`src/core/fpa_regs.svh`:
```
`ifndef FPA_REGS_SVH
`define FPA_REGS_SVH
// Overview of operation
// - alu ops treat data as plain 16-bit patterns
// - overflow set when result msb differs from what operand signs predict
// - positive plus positive giving negative overflows; mixed-sign add never does
// - carry is unsigned, taken from bit 16 of the 17-bit sum (the carry out of bit 15)
// - zero and negative judge the 16-bit result as signed; negative is msb
// - multiplier inputs read signed/unsigned/mixed/round as selected; array is bits
// - product loaded into mac result set is sign-extended over 40 bits
// - product always shifted left one bit before the mac result set
// - fractional format is one sign bit and fifteen fraction bits
// - signed data is two's complement only, never signed-magnitude
// - logical shifts fill zeros; arithmetic shifts keep the sign
// - exponent detection treats its input as two's complement
// - alu flags captured into status register at end of the same cycle

// ==========================================
// register map (axi4-lite word indices, address bits 5:2)
`define FPA_ADDR_XOP      4'h0
`define FPA_ADDR_YOP      4'h1
`define FPA_ADDR_CTRL     4'h2
`define FPA_ADDR_ALU_RES  4'h3
`define FPA_ADDR_STAT     4'h4
`define FPA_ADDR_MAC_LO   4'h5
`define FPA_ADDR_MAC_HI   4'h6
`define FPA_ADDR_SHF_RES  4'h7
`define FPA_ADDR_IRQ_STAT 4'h8
`define FPA_ADDR_IRQ_MASK 4'h9
// ==========================================
// control word fields
`define FPA_CTRL_ALU_LSB  0
`define FPA_CTRL_MUL_LSB  4
`define FPA_CTRL_SHF_LSB  6
`define FPA_CTRL_AMT_LSB  8
`define FPA_CTRL_AMT_W    4
// ==========================================
// status bits
`define FPA_ST_ZERO       0
`define FPA_ST_NEG        1
`define FPA_ST_CARRY      2
`define FPA_ST_OVF        3
`define FPA_ST_W          4
`define FPA_MAC_HI_W      8
`define FPA_ROUND_BIT     32'h0000_8000
`define FPA_RESP_OKAY     2'b00
`define FPA_RESP_SLVERR   2'b10
`endif

```
`src/core/fpa_pkg.sv`:
```
package fpa_pkg;
  typedef enum logic [3:0] {
    FPA_ALU_ADD, FPA_ALU_ADDC, FPA_ALU_SUB, FPA_ALU_SUBB, FPA_ALU_AND,
    FPA_ALU_OR, FPA_ALU_XOR, FPA_ALU_NOTX, FPA_ALU_PASSX, FPA_ALU_NEGX
  } fpa_alu_op_t;
  typedef enum logic [1:0] {FPA_MUL_SS, FPA_MUL_UU, FPA_MUL_SU, FPA_MUL_RND} fpa_mul_t;
  typedef enum logic [1:0] {FPA_SHF_LSL, FPA_SHF_LSR, FPA_SHF_ASR, FPA_SHF_EXP} fpa_shf_t;
  typedef struct packed {
    logic ovf;
    logic carry;
    logic neg;
    logic zero;
  } fpa_flags_t;
  typedef enum {FPA_W_IDLE, FPA_W_RESP} fpa_wstate_t;
endpackage

```
`src/core/fpa_core.sv`:
```
`timescale 1ns/100ps
`default_nettype none
`include "fpa_regs.svh"
module fpa_core (
  // clock and reset
  input  wire logic        CLK_I,
  input  wire logic        RESET_N_I,
  // axi4-lite write
  input  wire logic [5:0]  S_AXI_AWADDR_I,
  input  wire logic        S_AXI_AWVALID_I,
  output logic             S_AXI_AWREADY_O,
  input  wire logic [31:0] S_AXI_WDATA_I,
  input  wire logic [3:0]  S_AXI_WSTRB_I,
  input  wire logic        S_AXI_WVALID_I,
  output logic             S_AXI_WREADY_O,
  output logic [1:0]       S_AXI_BRESP_O,
  output logic             S_AXI_BVALID_O,
  input  wire logic        S_AXI_BREADY_I,
  // axi4-lite read
  input  wire logic [5:0]  S_AXI_ARADDR_I,
  input  wire logic        S_AXI_ARVALID_I,
  output logic             S_AXI_ARREADY_O,
  output logic [31:0]      S_AXI_RDATA_O,
  output logic [1:0]       S_AXI_RRESP_O,
  output logic             S_AXI_RVALID_O,
  input  wire logic        S_AXI_RREADY_I,
  // interrupt
  output logic             IRQ_O
);
  // ==========================================
  // registers
  logic [15:0]             x_reg;
  logic [15:0]             y_reg;
  logic [11:0]             ctrl_reg;
  logic [15:0]             alu_res_reg;
  fpa_pkg::fpa_flags_t     stat_reg;
  logic [39:0]             mac_reg;
  logic [15:0]             shf_res_reg;
  logic [3:0]              irq_stat_reg;
  logic [3:0]              irq_mask_reg;
  logic                    go_reg;
  logic                    aw_held_reg;
  logic                    w_held_reg;
  logic [3:0]              aw_idx_reg;
  logic                    aw_ok_reg;
  logic [31:0]             wdata_reg;
  logic [3:0]              wstrb_reg;
  fpa_pkg::fpa_wstate_t    wstate_reg;

  // ==========================================
  // alu datapath
  fpa_pkg::fpa_alu_op_t    alu_op;
  logic [16:0]             alu_sum;
  logic [15:0]             alu_r;
  fpa_pkg::fpa_flags_t     alu_fl;
  logic                    cin;
  assign alu_op = fpa_pkg::fpa_alu_op_t'(ctrl_reg[`FPA_CTRL_ALU_LSB +: 4]);
  assign cin    = stat_reg.carry;

  always_comb begin
    alu_sum = 17'h0_0000;
    alu_r   = 16'h0000;
    alu_fl  = '0;
    case (alu_op)
      fpa_pkg::FPA_ALU_ADD:  alu_sum = {1'b0, x_reg} + {1'b0, y_reg};
      fpa_pkg::FPA_ALU_ADDC: alu_sum = {1'b0, x_reg} + {1'b0, y_reg} + {16'h0000, cin};
      fpa_pkg::FPA_ALU_SUB:  alu_sum = {1'b0, x_reg} + {1'b0, ~y_reg} + 17'h0_0001;
      fpa_pkg::FPA_ALU_SUBB: alu_sum = {1'b0, x_reg} + {1'b0, ~y_reg} + {16'h0000, cin};
      fpa_pkg::FPA_ALU_AND:  alu_sum = {1'b0, x_reg & y_reg};
      fpa_pkg::FPA_ALU_OR:   alu_sum = {1'b0, x_reg | y_reg};
      fpa_pkg::FPA_ALU_XOR:  alu_sum = {1'b0, x_reg ^ y_reg};
      fpa_pkg::FPA_ALU_NOTX: alu_sum = {1'b0, ~x_reg};
      fpa_pkg::FPA_ALU_PASSX: alu_sum = {1'b0, x_reg};
      fpa_pkg::FPA_ALU_NEGX: alu_sum = {1'b0, ~x_reg} + 17'h0_0001;
      default:               alu_sum = 17'h0_0000;
    endcase
    alu_r        = alu_sum[15:0];
    alu_fl.zero  = (alu_r == 16'h0000);
    alu_fl.neg   = alu_r[15];
    alu_fl.carry = alu_sum[16];
    case (alu_op)
      fpa_pkg::FPA_ALU_ADD, fpa_pkg::FPA_ALU_ADDC:
        // same signs in, other sign out
        alu_fl.ovf = (x_reg[15] == y_reg[15]) && (alu_r[15] != x_reg[15]);
      fpa_pkg::FPA_ALU_SUB, fpa_pkg::FPA_ALU_SUBB:
        alu_fl.ovf = (x_reg[15] != y_reg[15]) && (alu_r[15] != x_reg[15]);
      fpa_pkg::FPA_ALU_NEGX:
        alu_fl.ovf = x_reg[15] && alu_r[15];
      default:
        alu_fl.ovf = 1'b0;
    endcase
  end

  // ==========================================
  // multiplier
  fpa_pkg::fpa_mul_t       mul_mode;
  logic signed [16:0]      mx;
  logic signed [16:0]      my;
  logic signed [33:0]      prod_full;
  logic [31:0]             prod;
  logic [31:0]             prod_sh;
  assign mul_mode = fpa_pkg::fpa_mul_t'(ctrl_reg[`FPA_CTRL_MUL_LSB +: 2]);

  always_comb begin
    // 17-bit extension picks the reading of each input
    case (mul_mode)
      fpa_pkg::FPA_MUL_UU: begin
        mx = {1'b0, x_reg};
        my = {1'b0, y_reg};
      end
      fpa_pkg::FPA_MUL_SU: begin
        mx = {x_reg[15], x_reg};
        my = {1'b0, y_reg};
      end
      default: begin
        mx = {x_reg[15], x_reg};
        my = {y_reg[15], y_reg};
      end
    endcase
    prod_full = mx * my;
    prod      = prod_full[31:0];
    prod_sh   = {prod[30:0], 1'b0}; // 2.30 to 1.31
    if (mul_mode == fpa_pkg::FPA_MUL_RND) begin
      prod_sh = prod_sh + `FPA_ROUND_BIT;
    end
  end

  // ==========================================
  // shifter
  fpa_pkg::fpa_shf_t       shf_mode;
  logic [3:0]              amt;
  logic [15:0]             shf_r;
  logic                    exp_found;
  always_comb begin
    shf_mode  = fpa_pkg::fpa_shf_t'(ctrl_reg[`FPA_CTRL_SHF_LSB +: 2]);
    amt       = ctrl_reg[`FPA_CTRL_AMT_LSB +: `FPA_CTRL_AMT_W];
    shf_r     = 16'h0000;
    exp_found = 1'b0;
    case (shf_mode)
      fpa_pkg::FPA_SHF_LSL: shf_r = x_reg << amt;
      fpa_pkg::FPA_SHF_LSR: shf_r = x_reg >> amt;
      fpa_pkg::FPA_SHF_ASR: shf_r = 16'($signed(x_reg) >>> amt);
      fpa_pkg::FPA_SHF_EXP: begin
        // first bit off the sign ends the count; a zero count must not reopen it
        for (int i = 14; i >= 0; i--) begin
          if (!exp_found && x_reg[i] != x_reg[15]) begin
            shf_r     = 16'(14 - i);
            exp_found = 1'b1;
          end
        end
        if (!exp_found) begin
          shf_r = 16'h000f;
        end
      end
      default: shf_r = 16'h0000;
    endcase
  end

  // ==========================================
  // axi4-lite write path
  logic                    wr_fire;
  logic                    aw_take;
  logic                    w_take;
  assign aw_take = S_AXI_AWVALID_I && !aw_held_reg && wstate_reg == fpa_pkg::FPA_W_IDLE;
  assign w_take  = S_AXI_WVALID_I && !w_held_reg && wstate_reg == fpa_pkg::FPA_W_IDLE;
  assign wr_fire = aw_held_reg && w_held_reg && wstate_reg == fpa_pkg::FPA_W_IDLE;

  always_ff @(posedge CLK_I) begin
    if (!RESET_N_I) begin
      aw_held_reg     <= 1'b0;
      w_held_reg      <= 1'b0;
      aw_idx_reg      <= 4'h0;
      aw_ok_reg       <= 1'b0;
      wdata_reg       <= 32'h0000_0000;
      wstrb_reg       <= 4'h0;
      wstate_reg      <= fpa_pkg::FPA_W_IDLE;
      S_AXI_BVALID_O  <= 1'b0;
      S_AXI_BRESP_O   <= `FPA_RESP_OKAY;
    end else begin
      if (aw_take) begin
        aw_held_reg <= 1'b1;
        aw_idx_reg  <= S_AXI_AWADDR_I[5:2];
        aw_ok_reg   <= S_AXI_AWADDR_I[5:2] <= `FPA_ADDR_IRQ_MASK;
      end
      if (w_take) begin
        w_held_reg <= 1'b1;
        wdata_reg  <= S_AXI_WDATA_I;
        wstrb_reg  <= S_AXI_WSTRB_I;
      end
      if (wr_fire) begin
        aw_held_reg    <= 1'b0;
        w_held_reg     <= 1'b0;
        wstate_reg     <= fpa_pkg::FPA_W_RESP;
        S_AXI_BVALID_O <= 1'b1;
        S_AXI_BRESP_O  <= aw_ok_reg ? `FPA_RESP_OKAY : `FPA_RESP_SLVERR;
      end else if (S_AXI_BVALID_O && S_AXI_BREADY_I) begin
        S_AXI_BVALID_O <= 1'b0;
        wstate_reg     <= fpa_pkg::FPA_W_IDLE;
      end
    end
  end

  always_ff @(posedge CLK_I) begin
    if (!RESET_N_I) begin
      S_AXI_AWREADY_O <= 1'b0;
      S_AXI_WREADY_O  <= 1'b0;
    end else begin
      // one-cycle pulse a clock after the take; held flags block a second take
      S_AXI_AWREADY_O <= aw_take;
      S_AXI_WREADY_O  <= w_take;
    end
  end

  // ==========================================
  // operand and control registers; a control write runs one operation
  logic                    wr_ok;
  assign wr_ok = wr_fire && aw_ok_reg;
  always_ff @(posedge CLK_I) begin
    if (!RESET_N_I) begin
      x_reg        <= 16'h0000;
      y_reg        <= 16'h0000;
      ctrl_reg     <= 12'h000;
      irq_mask_reg <= 4'h0;
      go_reg       <= 1'b0;
    end else begin
      go_reg <= 1'b0;
      if (wr_ok && wstrb_reg[0]) begin
        case (aw_idx_reg)
          `FPA_ADDR_XOP:      x_reg[7:0]   <= wdata_reg[7:0];
          `FPA_ADDR_YOP:      y_reg[7:0]   <= wdata_reg[7:0];
          `FPA_ADDR_CTRL:     ctrl_reg[7:0] <= wdata_reg[7:0];
          `FPA_ADDR_IRQ_MASK: irq_mask_reg <= wdata_reg[3:0];
          default: ;
        endcase
      end
      if (wr_ok && wstrb_reg[1]) begin
        case (aw_idx_reg)
          `FPA_ADDR_XOP:  x_reg[15:8]    <= wdata_reg[15:8];
          `FPA_ADDR_YOP:  y_reg[15:8]    <= wdata_reg[15:8];
          `FPA_ADDR_CTRL: ctrl_reg[11:8] <= wdata_reg[11:8];
          default: ;
        endcase
      end
      if (wr_ok && aw_idx_reg == `FPA_ADDR_CTRL) begin
        go_reg <= 1'b1;
      end
    end
  end

  // ==========================================
  // results and flags, captured in the execute cycle
  always_ff @(posedge CLK_I) begin
    if (!RESET_N_I) begin
      alu_res_reg <= 16'h0000;
      stat_reg    <= '0;
      mac_reg     <= 40'h00_0000_0000;
      shf_res_reg <= 16'h0000;
    end else if (go_reg) begin
      alu_res_reg <= alu_r;
      stat_reg    <= alu_fl;
      mac_reg     <= {{`FPA_MAC_HI_W{prod_sh[31]}}, prod_sh};
      shf_res_reg <= shf_r;
    end
  end

  // ==========================================
  // sticky flag events, set wins over write-one-clear
  logic [3:0]              irq_set;
  logic [3:0]              irq_clr;
  assign irq_set = go_reg ? alu_fl : 4'h0;
  assign irq_clr = (wr_ok && wstrb_reg[0] && aw_idx_reg == `FPA_ADDR_IRQ_STAT)
                   ? wdata_reg[3:0] : 4'h0;
  always_ff @(posedge CLK_I) begin
    if (!RESET_N_I) begin
      irq_stat_reg <= 4'h0;
      IRQ_O        <= 1'b0;
    end else begin
      irq_stat_reg <= (irq_stat_reg & ~irq_clr) | irq_set;
      IRQ_O        <= |(((irq_stat_reg & ~irq_clr) | irq_set) & irq_mask_reg);
    end
  end

  // ==========================================
  // axi4-lite read path
  logic [31:0]             rd_mux;
  always_comb begin
    case (S_AXI_ARADDR_I[5:2])
      `FPA_ADDR_XOP:      rd_mux = {16'h0000, x_reg};
      `FPA_ADDR_YOP:      rd_mux = {16'h0000, y_reg};
      `FPA_ADDR_CTRL:     rd_mux = {20'h0_0000, ctrl_reg};
      `FPA_ADDR_ALU_RES:  rd_mux = {16'h0000, alu_res_reg};
      `FPA_ADDR_STAT:     rd_mux = {28'h000_0000, stat_reg};
      `FPA_ADDR_MAC_LO:   rd_mux = mac_reg[31:0];
      `FPA_ADDR_MAC_HI:   rd_mux = {24'h00_0000, mac_reg[39:32]};
      `FPA_ADDR_SHF_RES:  rd_mux = {16'h0000, shf_res_reg};
      `FPA_ADDR_IRQ_STAT: rd_mux = {28'h000_0000, irq_stat_reg};
      `FPA_ADDR_IRQ_MASK: rd_mux = {28'h000_0000, irq_mask_reg};
      default:            rd_mux = 32'h0000_0000;
    endcase
  end

  always_ff @(posedge CLK_I) begin
    if (!RESET_N_I) begin
      S_AXI_ARREADY_O <= 1'b0;
      S_AXI_RVALID_O  <= 1'b0;
      S_AXI_RDATA_O   <= 32'h0000_0000;
      S_AXI_RRESP_O   <= `FPA_RESP_OKAY;
    end else begin
      S_AXI_ARREADY_O <= 1'b0;
      if (S_AXI_ARVALID_I && !S_AXI_RVALID_O && !S_AXI_ARREADY_O) begin
        S_AXI_ARREADY_O <= 1'b1;
        S_AXI_RVALID_O  <= 1'b1;
        S_AXI_RDATA_O   <= rd_mux;
        S_AXI_RRESP_O   <= (S_AXI_ARADDR_I[5:2] <= `FPA_ADDR_IRQ_MASK)
                           ? `FPA_RESP_OKAY : `FPA_RESP_SLVERR;
      end else if (S_AXI_RVALID_O && S_AXI_RREADY_I) begin
        S_AXI_RVALID_O <= 1'b0;
      end
    end
  end

endmodule
`default_nettype wire

```
`config.mk`:
```
export PLATFORM = sky130hd
export DESIGN_NAME = fpa_core
export DESIGN_NICKNAME = d
export VERILOG_FILES = /design/src/core/fpa_pkg.sv /design/src/core/fpa_core.sv
export VERILOG_INCLUDE_DIRS = /design/src /design/src/core
export SDC_FILE = /design/constraint.sdc
export NUM_CORES = 1
export LEC_CHECK = 0
export ABC_AREA = 1
export BUFFER_PORTS_ARGS = -buffer_cell sky130_fd_sc_hd__buf_4
export CAP_MARGIN = 20
export CORE_ASPECT_RATIO = 1.25
export CORE_UTILIZATION = 59
export CTS_CLUSTER_SIZE = 24
export DETAILED_ROUTE_END_ITERATION = 12
export HOLD_SLACK_MARGIN = 0.1
export PLACE_DENSITY = 0.77
export SKIP_CTS_REPAIR_TIMING = 1
export SLEW_MARGIN = 20
export SYNTH_ARGS = -nofsm -noshare
export SYNTH_HDL_FRONTEND = slang
export SYNTH_SLANG_ARGS = --single-unit
```
`constraint.sdc`:
```
create_clock -name CLK_I -period 6.7 [get_ports CLK_I]
set_clock_uncertainty 0.1 [all_clocks]
set_input_delay 1.005 -clock CLK_I [delete_from_list [all_inputs] [get_ports CLK_I]]
set_output_delay 1.005 -clock CLK_I [all_outputs]
set_load 0.02 [all_outputs]
```
==> out/metrics.cfg <==
[floorplan]
std_cell_rows=82
floorplan.initialDensity=0.599
fp.coreArea_um2=40200
pin_count=97
dieHeight_um=228
chipWidth_um=183
die_area_um2=41700

[clock_tree]
clk_transition_reported_paths_ns=0.09
cts.sink_count=184
cts_tree=done
clock_tree.htree_level_count=4
clock_buffer_count_from_cts=17
cts.root.buffer_cell=sky130_fd_sc_hd__clkbuf_16
ctsLongestPathBuffers=2
clock_insertion_delay_worst_skew_ns=0.46

[synthesis]
mappedNetlistArea_um2=24100
synth.top_cell.area_share=0.228
synth_edf_count=0
post_synth.cell_area_avg_um2=6.77
synth_fa_ha_area_frac=0.299
synthMuxAreaShare=0.00125
yosysSeqAreaShare=0.153
ys_async_sr_fraction=0
yosysMostFrequentCell=sky130_fd_sc_hd__nand2_1
post_synthesis_instance_total=3559
most_frequent_cells_after_synthesis=sky130_fd_sc_hd__nand2_1 (833), sky130_fd_sc_hd__inv_1 (735), sky130_fd_sc_hd__fa_1 (275)
synth_area_leaders=sky130_fd_sc_hd__fa_1 (23%), sky130_fd_sc_hd__dfxtp_1 (15%), sky130_fd_sc_hd__nand2_1 (13%)
synth.largest_area_cell=sky130_fd_sc_hd__fa_1
synth_top_family_by_area=adder cells
synth-xor-area-share=0.0218
synthesized_area_fraction_occupied_by_ao_oa_aoi_and_oai_cells=0.147
postSynth.topFlopCell=sky130_fd_sc_hd__dfxtp_1
synth.ff_latch_count=184
synth_simple_gate_area_frac=0.232
ys.warnings.count=0
netlist-cell-type-count=64

[route]
first_iter_violations=2918
drt_drc_violations_left=0
route.detailed.vias_per_inst=5.91
detail_route.first_pass.iterations=8
routed-wl-met3_um=8600
routed-via-count=25100
ant_nets=0
routed_wire_length_per_instance_um=21.0
drt_wl_total_um=89000
routedLengthMet1_um=32100
highest_layer=met4
met2_wirelength_um=41200

[outcome]
run_status=finished with violations
violations_in_the_final_reports=setup timing

[global_routing]
antenna_violations_before_repair=0
grt_usage=0.415
maximum_number_of_pins_on_one_net_before_global_route_repair=98
globalRoute.totalOverflow=0
grt_pass1_vias=24500
grt_pass1_wl_um=133000

[min_path]
min_from=mac_reg[2]$_SDFFE_PN0P_
hold_class=reg -> reg
timing.hold.worst_path_depth=2

[sta]
finalWorstPathRequiredPeriod_ns=6.81
finalCritPeriodShare=1.02
setup_viol_count_final=2
finalSetupTns_ns=-0.205
finalHoldViolations=0
slew_headroom=0.283
setup_ws_ns=-0.109
tightestPinTransition_ns=1.07
timing_max_transition_violations_final=0
hold_ws_ns=0.365
max_freq_ghz=0.147

[worst_setup_path]
crit-reg2reg-launch=ctrl_reg[5]$_SDFFE_PN0P_
crit_required_ns=6.92
setup.worst_path.start_class=register
cp-end-kind=register
critical_path_class=reg -> reg
critical_path.max_fanout=6
cp-startpoint=ctrl_reg[5]$_SDFFE_PN0P_
cp.arrival_ns=7.03
r2r.worst_path.cells=24

[layout]
areaGrowthSynthToFinish_pct=13.6
largest_register_ff_count=32
num_antenna_cells=0
drive_above_1_share=0.125
nNetsFinal=4148

[run]
max_cap_viol_count=0

[power_and_ir_drop]
power_per_cell_area_nw_per_um2=88.2
leakagePower_nw=14.0
max-vdd-ir-drop_mv=0.236

[placed_design]
port_buffers=72
dp.final_hpwl_um=68800
place_congestion=1.02

## worst max-delay path, stage by stage (launching register included)
cell and delay [ns]:
sky130_fd_sc_hd__dfxtp_2 0.37, sky130_fd_sc_hd__inv_4 0.05, sky130_fd_sc_hd__ha_4 0.22, sky130_fd_sc_hd__nor2_4 0.14, sky130_fd_sc_hd__nand2_1 0.23, sky130_fd_sc_hd__fa_1 0.72, sky130_fd_sc_hd__inv_1 0.15, sky130_fd_sc_hd__fa_1 0.56
sky130_fd_sc_hd__inv_2 0.10, sky130_fd_sc_hd__buf_4 0.17, sky130_fd_sc_hd__fa_1 0.47, sky130_fd_sc_hd__fa_1 0.58, sky130_fd_sc_hd__inv_1 0.06, sky130_fd_sc_hd__fa_1 0.54, sky130_fd_sc_hd__fa_1 0.45, sky130_fd_sc_hd__ha_1 0.36
sky130_fd_sc_hd__inv_1 0.10, sky130_fd_sc_hd__nor3_1 0.32, sky130_fd_sc_hd__buf_4 0.21, sky130_fd_sc_hd__nand4_1 0.07, sky130_fd_sc_hd__o221ai_1 0.20, sky130_fd_sc_hd__xnor2_1 0.21, sky130_fd_sc_hd__nand3_1 0.13, sky130_fd_sc_hd__nand2_1 0.08
sky130_fd_sc_hd__a21oi_1 0.05
## cell usage in the layout, fill, tap and decap left out, types with 8 or more instances in the layout
master,instances
sky130_fd_sc_hd__inv_2,20
sky130_fd_sc_hd__nor2_2,22
sky130_fd_sc_hd__o2111ai_1,16
sky130_fd_sc_hd__nor2_4,11
sky130_fd_sc_hd__a21oi_1,237
sky130_fd_sc_hd__fa_1,269
sky130_fd_sc_hd__o21ai_2,8
sky130_fd_sc_hd__dfxtp_4,13
sky130_fd_sc_hd__buf_4,259
sky130_fd_sc_hd__ha_4,15
sky130_fd_sc_hd__nand4_1,38
sky130_fd_sc_hd__clkbuf_16,17
sky130_fd_sc_hd__o22ai_1,34
sky130_fd_sc_hd__xor2_1,29
sky130_fd_sc_hd__nand2_1,821
sky130_fd_sc_hd__o211ai_1,19
sky130_fd_sc_hd__a31oi_1,8
sky130_fd_sc_hd__o21ai_0,208
sky130_fd_sc_hd__nor3_1,21
sky130_fd_sc_hd__clkinv_1,8
sky130_fd_sc_hd__nor2_1,242
sky130_fd_sc_hd__dfxtp_1,161
sky130_fd_sc_hd__a221oi_1,12
sky130_fd_sc_hd__dfxtp_2,10
sky130_fd_sc_hd__o21ai_1,11
sky130_fd_sc_hd__nand3_1,160
sky130_fd_sc_hd__nand2_2,11
sky130_fd_sc_hd__inv_1,726
sky130_fd_sc_hd__xnor2_1,28
sky130_fd_sc_hd__ha_1,119
sky130_fd_sc_hd__a21oi_2,13
sky130_fd_sc_hd__o221ai_1,11
## metrics by stage
| stage | cells | setup WS [ns] | area (µm²) | power, W | util |
|---|---|---|---|---|---|
| 4_1_cts | 4229 | -0.210 | 26700 | 0.00241 | 0.665 |
| 5_1_grt | 4241 | -0.340 | 27400 | 0.00247 | 0.681 |
| 3_3_place_gp | 4197 | -0.118 | 26100 | 0.00133 | 0.649 |
| 6_report | 4241 | -0.109 | 27400 | 0.00241 | 0.681 |
| 3_5_place_dp | 4197 | -0.172 | 26100 | 0.00134 | 0.649 |
| 2_1_floorplan | 3560 | 0.0263 | 24100 | 0.00127 | - |
## layout make-up
class                   count  area, µm²
repair buffers            270       2100
well taps                 546        683
clock inverters            15        214
multi-input cells        2454      17400
flip-flops and latches    184       3740
fillers                  3419      12800
inverters                 755       2840
clock buffers              17        425
## final timing paths
check	slack (ns)	to
hold reg to reg	0.36	mac_reg[2]$_SDFFE_PN0P_
setup reg to reg	-0.11	mac_reg[31]$_SDFFE_PN0P_
hold / removal	0.36	mac_reg[2]$_SDFFE_PN0P_
setup / recovery	-0.11	mac_reg[31]$_SDFFE_PN0P_
## where the power goes
group	total, W	internal (W)	switching [W]
logic	0.000183	0.0000563	0.000126
clock network	0.00110	0.000521	0.000580
registers	0.00113	0.00111	0.0000237
total	0.00241	0.00168	0.000730
## per-layer routing
metal	up-vias	global-route usage
met5	-	0
li1	11300	-
met4	0	0.258
met2	1475	0.676
met3	450	0.0701
met1	11900	0.513
## cells by family (layout without fill, tap and decap cells)
kind of cell,after synthesis,count (layout)
adders and majority gates,411,411
DFF,184,184
buffers and inverters,922,1057
other,1,2
and+or+nand+nor,1354,1354
xor gates and xnor gates,60,60
AOI/OAI and AO/OA,624,624
muxes,3,3
Power figures use the tool's default switching activity.
